--- src/wpu_pkg.sv ---
// shared constants and types for the window pixel unpacker
package wpu_pkg;
    localparam logic [15:0] REG_FMT_OFS   = 16'h0832;
    localparam logic [15:0] REG_STAT_OFS  = 16'h0834;
    localparam logic [15:0] FMT_RESET     = 16'h0000;
    localparam int          MAIN_SEL_LSB  = 0;
    localparam int          OVL_SEL_LSB   = 4;
    localparam logic [15:0] FMT_RW_MASK   = 16'h0077;
    localparam logic [2:0]  CODE_8BPP     = 3'h0;
    localparam logic [2:0]  CODE_16BPP    = 3'h1;
    localparam logic [2:0]  CODE_32BPP    = 3'h2;
    localparam logic [15:0] WORD_STEP     = 16'h0002;
    localparam logic [15:0] ADDR_RESET    = 16'h0000;
    localparam int          STAT_MAIN_ERR = 0;
    localparam int          STAT_OVL_ERR  = 1;
    localparam int          STAT_BUSY     = 4;

    typedef enum logic [1:0] {WPU_D8, WPU_D16, WPU_D32, WPU_DBAD} wpu_depth_t;
    typedef enum logic [1:0] {ST_WORD, ST_ODD, ST_HI} wpu_state_t;
endpackage

--- src/wpu_px_if.sv ---
// carrier between the sequencer and the pixel field splitter
`timescale 1ns/1ps
interface wpu_px_if;
    wpu_pkg::wpu_depth_t fmt;
    logic [15:0]         src;
    logic [15:0]         lo;
    logic [7:0]          r;
    logic [7:0]          g;
    logic [7:0]          b;
    modport user   (output fmt, output src, output lo, input r, input g, input b);
    modport unpack (input fmt, input src, input lo, output r, output g, output b);
endinterface

--- src/wpu_unpack.sv ---
// splits one memory word (or word pair) into msb-aligned colour components
`timescale 1ns/1ps
module wpu_unpack
(
    wpu_px_if.unpack px
);
    always_comb
    begin
        px.r = 8'h00;
        px.g = 8'h00;
        px.b = 8'h00;
        case (px.fmt)
            wpu_pkg::WPU_D8:
            begin
                // low bits zero filled: cheaper than replication, exact at zero only
                px.r = {px.src[7:5], 5'h00};
                px.g = {px.src[4:2], 5'h00};
                px.b = {px.src[1:0], 6'h00};
            end
            wpu_pkg::WPU_D16:
            begin
                px.r = {px.src[15:11], 3'h0};
                px.g = {px.src[10:5], 2'h0};
                px.b = {px.src[4:0], 3'h0};
            end
            wpu_pkg::WPU_D32:
            begin
                px.r = px.src[7:0];
                px.g = px.lo[15:8];
                px.b = px.lo[7:0];
            end
            default:
            begin
                px.r = 8'h00;
            end
        endcase
    end
endmodule // wpu_unpack

--- src/wpu_top.sv ---
// window pixel unpacker: format register, word sequencing and pixel output
// How it works
// only 8, 16, 32 bpp for both windows
// main depth from format bits 2..0
// overlay depth from format bits 6..4
// 8bpp: two pixels per word, low first
// 8bpp pixel: red3 top, green3, blue2
// 16bpp pixel: red5, green6, blue5
// 32bpp: green/blue word then red word
// unassigned select codes flagged as error
//
// Design decision made here: strobed register access.
`timescale 1ns/1ps
module wpu_top
#(
    parameter logic [2:0] CODE_8  = wpu_pkg::CODE_8BPP,
    parameter logic [2:0] CODE_16 = wpu_pkg::CODE_16BPP,
    parameter logic [2:0] CODE_32 = wpu_pkg::CODE_32BPP
)
(
    input  wire logic        sys_clk,
    input  wire logic        resetn,
    input  wire logic [15:0] reg_addr,
    input  wire logic [15:0] reg_wdata,
    input  wire logic        reg_wr,
    input  wire logic        reg_rd,
    output logic      [15:0] reg_rdata,
    input  wire logic        frame_start,
    input  wire logic        word_valid,
    input  wire logic        word_window,
    input  wire logic [15:0] word_data,
    output logic             word_ready,
    output logic      [15:0] word_addr,
    output logic             pix_valid,
    input  wire logic        pix_ready,
    output logic             pix_window,
    output logic      [7:0]  pix_r,
    output logic      [7:0]  pix_g,
    output logic      [7:0]  pix_b
);
    logic [15:0]          fmt_q, fmt_d;
    logic [15:0]          rdata_q, rdata_d;
    wpu_pkg::wpu_state_t  st_q, st_d;
    wpu_pkg::wpu_depth_t  main_depth, ovl_depth, cur_depth;
    logic [15:0]          hold_q, hold_d;
    logic                 win_q, win_d;
    logic [15:0]          addr_q, addr_d;
    logic                 pv_q, pv_d;
    logic                 pw_q, pw_d;
    logic [7:0]           r_q, r_d, g_q, g_d, b_q, b_d;
    logic                 out_free, take;

    wpu_px_if px ();

    wpu_unpack u_unpack
    (
        .px (px.unpack)
    );

    function automatic wpu_pkg::wpu_depth_t decode(input logic [2:0] code);
        if (code == CODE_8)
            decode = wpu_pkg::WPU_D8;
        else if (code == CODE_16)
            decode = wpu_pkg::WPU_D16;
        else if (code == CODE_32)
            decode = wpu_pkg::WPU_D32;
        else
            decode = wpu_pkg::WPU_DBAD;
    endfunction

    assign main_depth = decode(fmt_q[wpu_pkg::MAIN_SEL_LSB +: 3]);
    assign ovl_depth  = decode(fmt_q[wpu_pkg::OVL_SEL_LSB +: 3]);
    assign cur_depth  = word_window ? ovl_depth : main_depth;

    // register port: single-cycle writes, read data one cycle later
    always_comb
    begin
        fmt_d   = fmt_q;
        rdata_d = 16'h0000;
        if (reg_wr && reg_addr == wpu_pkg::REG_FMT_OFS)
            fmt_d = reg_wdata & wpu_pkg::FMT_RW_MASK;
        if (reg_rd && reg_addr == wpu_pkg::REG_FMT_OFS)
            rdata_d = fmt_q;
        else if (reg_rd && reg_addr == wpu_pkg::REG_STAT_OFS)
        begin
            rdata_d[wpu_pkg::STAT_MAIN_ERR] = (main_depth == wpu_pkg::WPU_DBAD);
            rdata_d[wpu_pkg::STAT_OVL_ERR]  = (ovl_depth == wpu_pkg::WPU_DBAD);
            rdata_d[wpu_pkg::STAT_BUSY]     = (st_q != wpu_pkg::ST_WORD);
        end
    end

    always_ff @(posedge sys_clk or negedge resetn)
    begin
        if (!resetn)
        begin
            fmt_q   <= wpu_pkg::FMT_RESET;
            rdata_q <= 16'h0000;
        end
        else
        begin
            fmt_q   <= fmt_d;
            rdata_q <= rdata_d;
        end
    end

    assign out_free = !pv_q || pix_ready;

    // a 32bpp first half needs no output slot, so it is taken even while stalled
    always_comb
    begin
        case (st_q)
            wpu_pkg::ST_WORD:
                word_ready = (cur_depth == wpu_pkg::WPU_D32) ? 1'b1 : out_free;
            wpu_pkg::ST_HI:
                word_ready = out_free;
            default:
                word_ready = 1'b0;
        endcase
    end

    assign take = word_valid && word_ready;

    always_comb
    begin
        st_d    = st_q;
        hold_d  = hold_q;
        win_d   = win_q;
        addr_d  = addr_q;
        pv_d    = pv_q && !pix_ready;
        pw_d    = pw_q;
        r_d     = r_q;
        g_d     = g_q;
        b_d     = b_q;
        px.fmt  = wpu_pkg::WPU_DBAD;
        px.src  = word_data;
        px.lo   = hold_q;
        if (take)
            addr_d = addr_q + wpu_pkg::WORD_STEP;
        if (frame_start)
            addr_d = wpu_pkg::ADDR_RESET;
        case (st_q)
            wpu_pkg::ST_WORD:
            begin
                px.fmt = cur_depth;
                if (take)
                begin
                    win_d = word_window;
                    case (cur_depth)
                        wpu_pkg::WPU_D8:
                        begin
                            pv_d   = 1'b1;
                            hold_d = {8'h00, word_data[15:8]};
                            st_d   = wpu_pkg::ST_ODD;
                        end
                        wpu_pkg::WPU_D16:
                            pv_d = 1'b1;
                        wpu_pkg::WPU_D32:
                        begin
                            hold_d = word_data;
                            st_d   = wpu_pkg::ST_HI;
                        end
                        default:
                            pv_d = pv_q && !pix_ready;           // word dropped
                    endcase
                    if (cur_depth == wpu_pkg::WPU_D8 || cur_depth == wpu_pkg::WPU_D16)
                    begin
                        pw_d = word_window;
                        r_d  = px.r;
                        g_d  = px.g;
                        b_d  = px.b;
                    end
                end
            end
            wpu_pkg::ST_ODD:
            begin
                px.fmt = wpu_pkg::WPU_D8;
                px.src = hold_q;
                if (out_free)
                begin
                    pv_d = 1'b1;
                    pw_d = win_q;
                    r_d  = px.r;
                    g_d  = px.g;
                    b_d  = px.b;
                    st_d = wpu_pkg::ST_WORD;
                end
            end
            wpu_pkg::ST_HI:
            begin
                px.fmt = wpu_pkg::WPU_D32;
                if (take)
                begin
                    pv_d = 1'b1;
                    pw_d = win_q;
                    r_d  = px.r;
                    g_d  = px.g;
                    b_d  = px.b;
                    st_d = wpu_pkg::ST_WORD;
                end
            end
            default:
                st_d = wpu_pkg::ST_WORD;
        endcase
        // a new frame drops any half-assembled pixel
        if (frame_start)
            st_d = wpu_pkg::ST_WORD;
    end

    always_ff @(posedge sys_clk or negedge resetn)
    begin
        if (!resetn)
        begin
            st_q   <= wpu_pkg::ST_WORD;
            hold_q <= 16'h0000;
            win_q  <= 1'b0;
            addr_q <= wpu_pkg::ADDR_RESET;
            pv_q   <= 1'b0;
            pw_q   <= 1'b0;
            r_q    <= 8'h00;
            g_q    <= 8'h00;
            b_q    <= 8'h00;
        end
        else
        begin
            st_q   <= st_d;
            hold_q <= hold_d;
            win_q  <= win_d;
            addr_q <= addr_d;
            pv_q   <= pv_d;
            pw_q   <= pw_d;
            r_q    <= r_d;
            g_q    <= g_d;
            b_q    <= b_d;
        end
    end

    assign reg_rdata  = rdata_q;
    assign word_addr  = addr_q;
    assign pix_valid  = pv_q;
    assign pix_window = pw_q;
    assign pix_r      = r_q;
    assign pix_g      = g_q;
    assign pix_b      = b_q;

    property p_only_three;
        @(posedge sys_clk) disable iff (!resetn)
        $rose(pv_q) |-> $past(st_q) != wpu_pkg::ST_WORD || $past(cur_depth) != wpu_pkg::WPU_DBAD;
    endproperty
    a_only_three: assert property (p_only_three) else $error("pixel from bad depth");

    property p_main_sel;
        @(posedge sys_clk) disable iff (!resetn)
        (reg_wr && reg_addr == wpu_pkg::REG_FMT_OFS && reg_wdata[2:0] == CODE_16)
            |=> main_depth == wpu_pkg::WPU_D16;
    endproperty
    a_main_sel: assert property (p_main_sel) else $error("main select not applied");

    property p_ovl_sel;
        @(posedge sys_clk) disable iff (!resetn)
        (reg_wr && reg_addr == wpu_pkg::REG_FMT_OFS && reg_wdata[6:4] == CODE_32)
            |=> ovl_depth == wpu_pkg::WPU_D32;
    endproperty
    a_ovl_sel: assert property (p_ovl_sel) else $error("overlay select not applied");

    property p_odd_pixel;
        @(posedge sys_clk) disable iff (!resetn)
        (take && st_q == wpu_pkg::ST_WORD && cur_depth == wpu_pkg::WPU_D8 && !frame_start)
            |=> !word_ready && pv_q && st_q == wpu_pkg::ST_ODD ##1 pv_q;
    endproperty
    a_odd_pixel: assert property (p_odd_pixel) else $error("odd pixel not pending");

    property p_rgb332;
        @(posedge sys_clk) disable iff (!resetn)
        (take && st_q == wpu_pkg::ST_WORD && cur_depth == wpu_pkg::WPU_D8)
            |=> r_q[7:5] == $past(word_data[7:5]) && g_q[7:5] == $past(word_data[4:2])
                && b_q[7:6] == $past(word_data[1:0]);
    endproperty
    a_rgb332: assert property (p_rgb332) else $error("332 fields wrong");

    property p_rgb565;
        @(posedge sys_clk) disable iff (!resetn)
        (take && st_q == wpu_pkg::ST_WORD && cur_depth == wpu_pkg::WPU_D16)
            |=> r_q[7:3] == $past(word_data[15:11]) && g_q[7:2] == $past(word_data[10:5]);
    endproperty
    a_rgb565: assert property (p_rgb565) else $error("565 fields wrong");

    property p_red_word;
        @(posedge sys_clk) disable iff (!resetn)
        (take && st_q == wpu_pkg::ST_HI && !frame_start)
            |=> pv_q && r_q == $past(word_data[7:0]) && st_q == wpu_pkg::ST_WORD;
    endproperty
    a_red_word: assert property (p_red_word) else $error("32bpp red wrong");

    property p_bad_code;
        @(posedge sys_clk) disable iff (!resetn)
        (reg_rd && reg_addr == wpu_pkg::REG_STAT_OFS && main_depth == wpu_pkg::WPU_DBAD)
            |=> reg_rdata[wpu_pkg::STAT_MAIN_ERR];
    endproperty
    a_bad_code: assert property (p_bad_code) else $error("bad code not flagged");
endmodule // wpu_top

--- config.mk ---
export PLATFORM = sky130hd
export DESIGN_NAME = wpu_top
export DESIGN_NICKNAME = d
export VERILOG_FILES = /design/src/wpu_pkg.sv /design/src/wpu_px_if.sv /design/src/wpu_unpack.sv /design/src/wpu_top.sv
export SDC_FILE = /design/constraint.sdc
export NUM_CORES = 1
export LEC_CHECK = 0
export ABC_AREA = 1
export BUFFER_PORTS_ARGS = -buffer_cell sky130_fd_sc_hd__buf_2
export CORE_MARGIN = 4
export CORE_UTILIZATION = 58
export CTS_BUF_LIST = sky130_fd_sc_hd__clkbuf_4 sky130_fd_sc_hd__clkbuf_8
export DETAILED_ROUTE_END_ITERATION = 10
export PLACE_DENSITY = 0.93
export REMOVE_ABC_BUFFERS = 1
export SLEW_MARGIN = 40
export SYNTH_ARGS = -nofsm -noshare
export SYNTH_HDL_FRONTEND = slang
export SYNTH_SLANG_ARGS = --single-unit
--- constraint.sdc ---
create_clock -name sys_clk -period 4.1 [get_ports sys_clk]
set_input_delay 0.41 -clock sys_clk [delete_from_list [all_inputs] [get_ports sys_clk]]
set_output_delay 0.41 -clock sys_clk [all_outputs]
set_load 0.1 [all_outputs]
# Word level (Yosys, flattened, before mapping)
# Cells that the tools add are included.
# totals
reg_bits,83
output_inout_bits,59
# op_classes
add_sub_neg,1
n_eq_ne,22
mux,54
reduce_logical,23
# ops
operator,count
8-bit one-hot mux with 3 select lines,6
8-bit two-way mux,12
16-bit two-way mux,3
16-bit by 12-bit equality test with 1-bit output (second input constant),2
16-bit one-hot mux with 2 select lines,1
2-bit two-way mux,12
16-bit by 2-bit adder with 16-bit output (second input constant),1
1-bit two-way mux,14
2-bit one-hot mux with 3 select lines,2
2-bit equality test (second input constant),5
3-bit != test (second input constant),3
2-bit != test (second input constant),4
2-bit by 1-bit equality test with 1-bit output (second input constant),3
3-bit by 1-bit equality test with 1-bit output (second input constant),2
3-bit by 2-bit equality test with 1-bit output (second input constant),2
2-bit zero test,3
3-bit zero test,2
1-bit one-hot mux with 3 select lines,2
2-bit nonzero test,3
1-bit logical AND,5
5-bit AND reduction,1
4-bit != test (second input constant),1
2-bit one-hot mux with 2 select lines,1
4-bit AND reduction,1
7 further kinds,9

# Longest topological paths before layout
# depth
depth_word,12
ltp_mapped,13

# Cells and area by module
# A second synthesis with hierarchy kept.
# hier_totals
cells_unflattened,552
area_unflattened_um2,4098.9
# modules_own_cells
mod,instances,cells_each,area_each_um2,seq_area_each_um2
wpu_top,1,474,3736.1,1801.7
wpu_unpack,1,78,362.8,0.0

# Worst setup path after synthesis
# Ideal clock, no wire load.
# synth_timing
path_type,register -> register
from,"register pv_q, in the netlist pix_valid"
to,"register addr_q[7], in the netlist word_addr[7]"
setup_time_ns,0.077
arrival_ns,2.376
setup_slack_ns,1.647
stages_incl_launch_ff,12
period_less_slack_ns,2.453
path_cell_list,dfrtp_1 inv_1 nor2_1 inv_1 nand2_1 nand2_2 nand2_4 buf_2 inv_2 nand3_1 nand2_1 a21oi_1
# synth_between
elab_chain_len,6
# synth_rtl
item,line_no,rtl
"start, declared",wpu_top.sv:48,"logic pv_q, pv_d;"
"start signal, assigned",wpu_top.sv:229,pv_q <= pv_d;
1-bit zero test (*),wpu_top.sv:106,assign out_free = !pv_q || pix_ready;
1-bit logical OR (*),wpu_top.sv:106,
1-bit two-way mux,wpu_top.sv:113,word_ready = (cur_depth == wpu_pkg::WPU_D32) ? 1'b1 : out_free;
1-bit one-hot mux with 2 select lines (*),wpu_top.sv:111,case (st_q)
via word_ready,wpu_top.sv:32,"output logic word_ready,"
1-bit logical AND (*),wpu_top.sv:121,assign take = word_valid && word_ready;
2-bit nonzero test (no source line) (*),n/a,
"end signal, assigned",wpu_top.sv:216,addr_q <= wpu_pkg::ADDR_RESET;
"end signal, assigned",wpu_top.sv:228,addr_q <= addr_d;
"end, declared",wpu_top.sv:47,"logic [15:0] addr_q, addr_d;"
# Mark *: on every way through the listed nets, which the timed path passes. The rest lies on a longest branch.
# A chain may end at the register's enable or synchronous reset.

# Worst setup path in the final report
# layout_timing
from,register st_q[1]
to,"register r_q[5], in the netlist pix_r[5]"
# layout_between
elab_chain_len,7
word_cells_on_any_way,22
# layout_rtl
item,line_no,rtl
"start, declared",wpu_top.sv:43,"wpu_pkg::wpu_state_t st_q, st_d;"
"start signal, assigned",wpu_top.sv:213,st_q <= wpu_pkg::ST_WORD;
"start signal, assigned",wpu_top.sv:225,st_q <= st_d;
2-bit equality test (tied with other cells),"wpu_top.sv:111, wpu_top.sv:141",
2-bit one-hot mux with 3 select lines,wpu_top.sv:141,case (st_q)
2-bit equality test (tied with other cells),wpu_unpack.sv:12,case (px.fmt)
8-bit one-hot mux with 3 select lines,wpu_unpack.sv:12,
8-bit two-way mux,wpu_top.sv:165,if (cur_depth == wpu_pkg::WPU_D8 || cur_depth == wpu_pkg::WPU_D16)
8-bit two-way mux,wpu_top.sv:145,if (take)
8-bit one-hot mux with 3 select lines,wpu_top.sv:141,
"end signal, assigned",wpu_top.sv:231,r_q <= r_d;
"end, declared",wpu_top.sv:50,"logic [7:0] r_q, r_d, g_q, g_d, b_q, b_d;"
# Parallel ways exist; a longest one is shown, timed or not. The select of a mux whose other input is x is not followed.

==> summary.txt <==
Timing
  – Setup TNS: 0 ps
  – Period utilisation layout: about two thirds
  – Min Tclk post-route: between 2000 and 3000 ps
  – Worst Skew: approximately 8.2 ps
  – Max-slew violation count: 0
  – Slew HR: between 50 and 60%
  – Slew at the pin closest to its max-slew limit: ~630 ps
  – Final setup vio count: 0
  – RSZ-0062 raised after global routing: false
  – Fin. Hold Viols: 32
  – Hold_ws: -25.6 ps
  – Final WS setup: 1370 ps
  – Peak Freq: 366 MHz

Synthesis
  – Distinct cell type count after synthesis: 34
  – Mapped Avg Cell Area: 7.40 sq um
  – Area of the mapped netlist: between 4000 and 5000 sq um
  – Seq cells post-synth: between 70 and 80
  – Sequential area share after synthesis: approximately 45%
  – YS warnings: 0
  – Post-Syn Instances: 544

Setup path
  – Reg-to-reg startpoint: st_q[1]
  – CP max FO: 27
  – Critical path startpoint category: flop
  – Setup crit end: pix_r[5]
  – R2r worst-path depth: 11
  – CP endpoint kind: flop
  – Slowest cell on the critical path: a21oi_4
  – Reg2Reg Setup Slack: ~1400 ps
  – Worst Path Required: ~4300 ps
  – Critical path class: flop to flop
  – Crit-path cells: inv_1 -> ha_1 -> inv_2 -> nand2_2 -> nand2_1 -> nand2_2 -> nand2_4 -> a21oi_4 -> inv_2 -> nand2_1 -> o21ai_1
  – FF-to-FF End: pix_r[5]
  – CP Data Arrival Time: a little under 3000 ps
  – Largest stage delay on the critical path: 560 ps
  – Crit path launch: st_q[1]

Floorplanning
  – Die Y: around 91 um
  – Die ar.: around 8300 sq um
  – Initial core utilization: between 50% and 60%
  – # rows: 30
  – Die span in x: a little over 90 um
  – Boundary Pins: roughly 120
  – Core area: 6760 sq um

Global route
  – Met3 GRT Util: 3.15%
  – GRT overflow: 0
  – Met2 Usage GRT: around 43%
  – Antenna violations before repair: 0
  – Total GRT Usage: between 20% and 30%
  – Global route hottest layer: met2
  – First-pass GRT wire length: about 17000 um
  – Largest net degree at the start of global routing: between 40 and 50
  – Vias in the first global route: between 3k and 4k
  – Met1 usage in global routing: 29.7%

Clock network
  – H-Tree Depth: 3
  – Post-CTS Hold Buffers: 0
  – CTS Buf Count: 9
  – Cts repair resizes: 0
  – Clk_lat worst skew: about 360 ps
  – Post-CTS setup buffers: 0
  – CTS tree: yes
  – CTS root buffer: clkbuf_8
  – Sink Count: between 70 and 80
  – Clock Pin Slew Worst Setup and Hold Paths: around 70 ps
  – Clock Tree Buf Depth: 2

Power and ir drop
  – Pwr dens: around 650 nW/um^2
  – Logic pwr share: 49.0%
  – Psw: roughly 1600 uW
  – Max IR drop VDD: about 0.38 mV
  – Leak: between 0.002 and 0.003 uW
  – Flop pwr share: a little under a third
  – Sw Share: 51.5%
  – Clock share of power: 20.9%
  – Pint: approximately 1500 uW

Run
  – Max Cap Viol: 0

Placement
  – Pre-CTS setup slack: around 1300 ps
  – Post-Place Cells: approximately 700
  – I/O Buffers: 93
  – GPL Wtd Cong: just under 0.9
  – Post-DP HPWL: slightly above 7000 um

Finish
  – Layout Area Growth over Synthesis: 16.5%
  – Final nets: a little under 700
  – Fin cells: 717
  – Layout cells sized above 1: a little over a fifth
  – Antenna fix cells: 0

Routing
  – Vias per cell: between 5 and 6
  – Detailed Routing Iterations Pass 1: 5
  – Iteration-0 DRC Markers: 237
  – ANT nets after route: 0
  – Routed length per instance: 13.9 um
  – Final WL: roughly 10000 um
  – DRC Markers: 0
  – Vias: roughly 3.9k

Min path
  – Worst min-delay path class: primary input to asynchronous set/reset pin

Outcome
  – Status: finished, violations left
  – Failing checks: hold timing
==> placed cells by master (no fill, tap or decap), types with 3 or more instances in the layout <==
| cell type | synthesis | layout |
|---|---|---|
| a21oi_1 | 3 | 3 |
| buf_2 | 3 | 92 |
| clkbuf_8 | 0 | 10 |
| conb_1 | 1 | 11 |
| dfrtp_1 | 72 | 72 |
| ha_1 | 6 | 5 |
| inv_1 | 51 | 51 |
| inv_2 | 7 | 7 |
| mux2_2 | 6 | 6 |
| nand2_1 | 202 | 202 |
| nand2_2 | 4 | 4 |
| nand3_1 | 35 | 35 |
| nand3b_1 | 3 | 3 |
| nand4_1 | 5 | 5 |
| nor2_1 | 31 | 31 |
| nor3_1 | 11 | 11 |
| o21ai_0 | 52 | 52 |
| o21ai_1 | 6 | 6 |
| o31ai_1 | 3 | 3 |
| xor2_1 | 7 | 7 |
==> registers in the layout (all words and copies together), names as in the netlist <==
name / count
word_addr: 15
win_q: 1
pix_valid: 1
reg_rdata: 6
pix_g: 8
hold_q: 16
pix_r: 8
pix_window: 1
pix_b: 8
st_q: 2
fmt_q: 6
==> per-stage QoR <==
step                util [%]  power (uW)  area (sq um)
finish                  69.4        3050          4690
global route            69.4        3220          4690
CTS                     69.4        3050          4690
detailed placement      66.0        2420          4460
global placement        66.0        2370          4460
floorplan                  -        2110          3890
==> how the worst min path moves through the flow <==
stage | end | slack [ps] | cells past startpoint
floorplan | fmt_q[0] | 110 | 0
global placement | pix_g[2] | 450 | 2
global route | pix_g[2] | 20 | 1
CTS | pix_g[2] | 130 | 1
detailed placement | pix_r[1] | 460 | 2
finish | pix_g[2] | -30 | 1
==> cell type report <==
type / instances / area [sq um]
multi-input combinational: 397 / 1870
timing repair buffer: 94 / 475
clock buffer: 11 / 145
inverter: 58 / 218
sequential: 72 / 1800
fill: 569 / 2070
tap: 80 / 100
clock inverter: 5 / 80.1
==> logic make-up (layout without fill, tap and decap cells) <==
| family | count (synthesis) | count (layout) | synth area share (%) |
|---|---|---|---|
| xor+xnor | 7 | 7 | 1.52 |
| fa+ha+maj | 6 | 6 | 1.86 |
| compound gates | 70 | 70 | 9.48 |
| simple gates | 297 | 297 | 30.8 |
| other cells | 1 | 11 | 0.0931 |
| buf+inv | 85 | 168 | 9.82 |
| flops | 72 | 72 | 44.7 |
| mux | 6 | 6 | 1.68 |
==> power by group through the flow <==
stage / sequential, uW / clock [uW] / combinational [uW]
after floorplan: 1490 / 0 / 615
after global placement: 922 / 0 / 1450
after detailed placement: 929 / 0 / 1490
after CTS: 916 / 641 / 1490
after global routing: 932 / 672 / 1610
final: 918 / 637 / 1490
==> Yosys cell counts (all sizes together) <==
library cell / instances / area share, %
inv: 58 / 5.4
ha: 6 / 1.9
nand4: 5 / 0.78
o21ai: 58 / 7.2
nor4: 1 / 0.16
nand2: 207 / 20
conb: 1 / 0.093
buf: 21 / 3.8
o21bai: 1 / 0.19
nor2: 33 / 3.4
clkbuf: 6 / 0.59
a21boi: 2 / 0.37
a21oi: 4 / 0.78
nand3b: 3 / 0.56
o31ai: 3 / 0.56
o21a: 1 / 0.19
mux2: 6 / 1.7
nand3: 36 / 4.6
xor2: 7 / 1.5
o211ai: 1 / 0.19
nor3: 11 / 1.4
dfrtp: 72 / 45
or2: 1 / 0.16
==> worst max-delay path: cells and delay by family, from the launching register on <==
family                   cells  cell delay, ps
AO/OA/AOI/OAI                2             630
buffers and inverters        3             620
AND/OR/NAND/NOR              5             570
flip-flops                   1             450
adder cells (fa/ha/maj)      1             330
==> layer usage <==
layer	up-vias	share of wire (%)
met5	-	0
met2	160	51
met1	1799	40
met3	29	6.4
li1	1875	-
met4	0	2.7
Power figures use the tool's default switching activity.
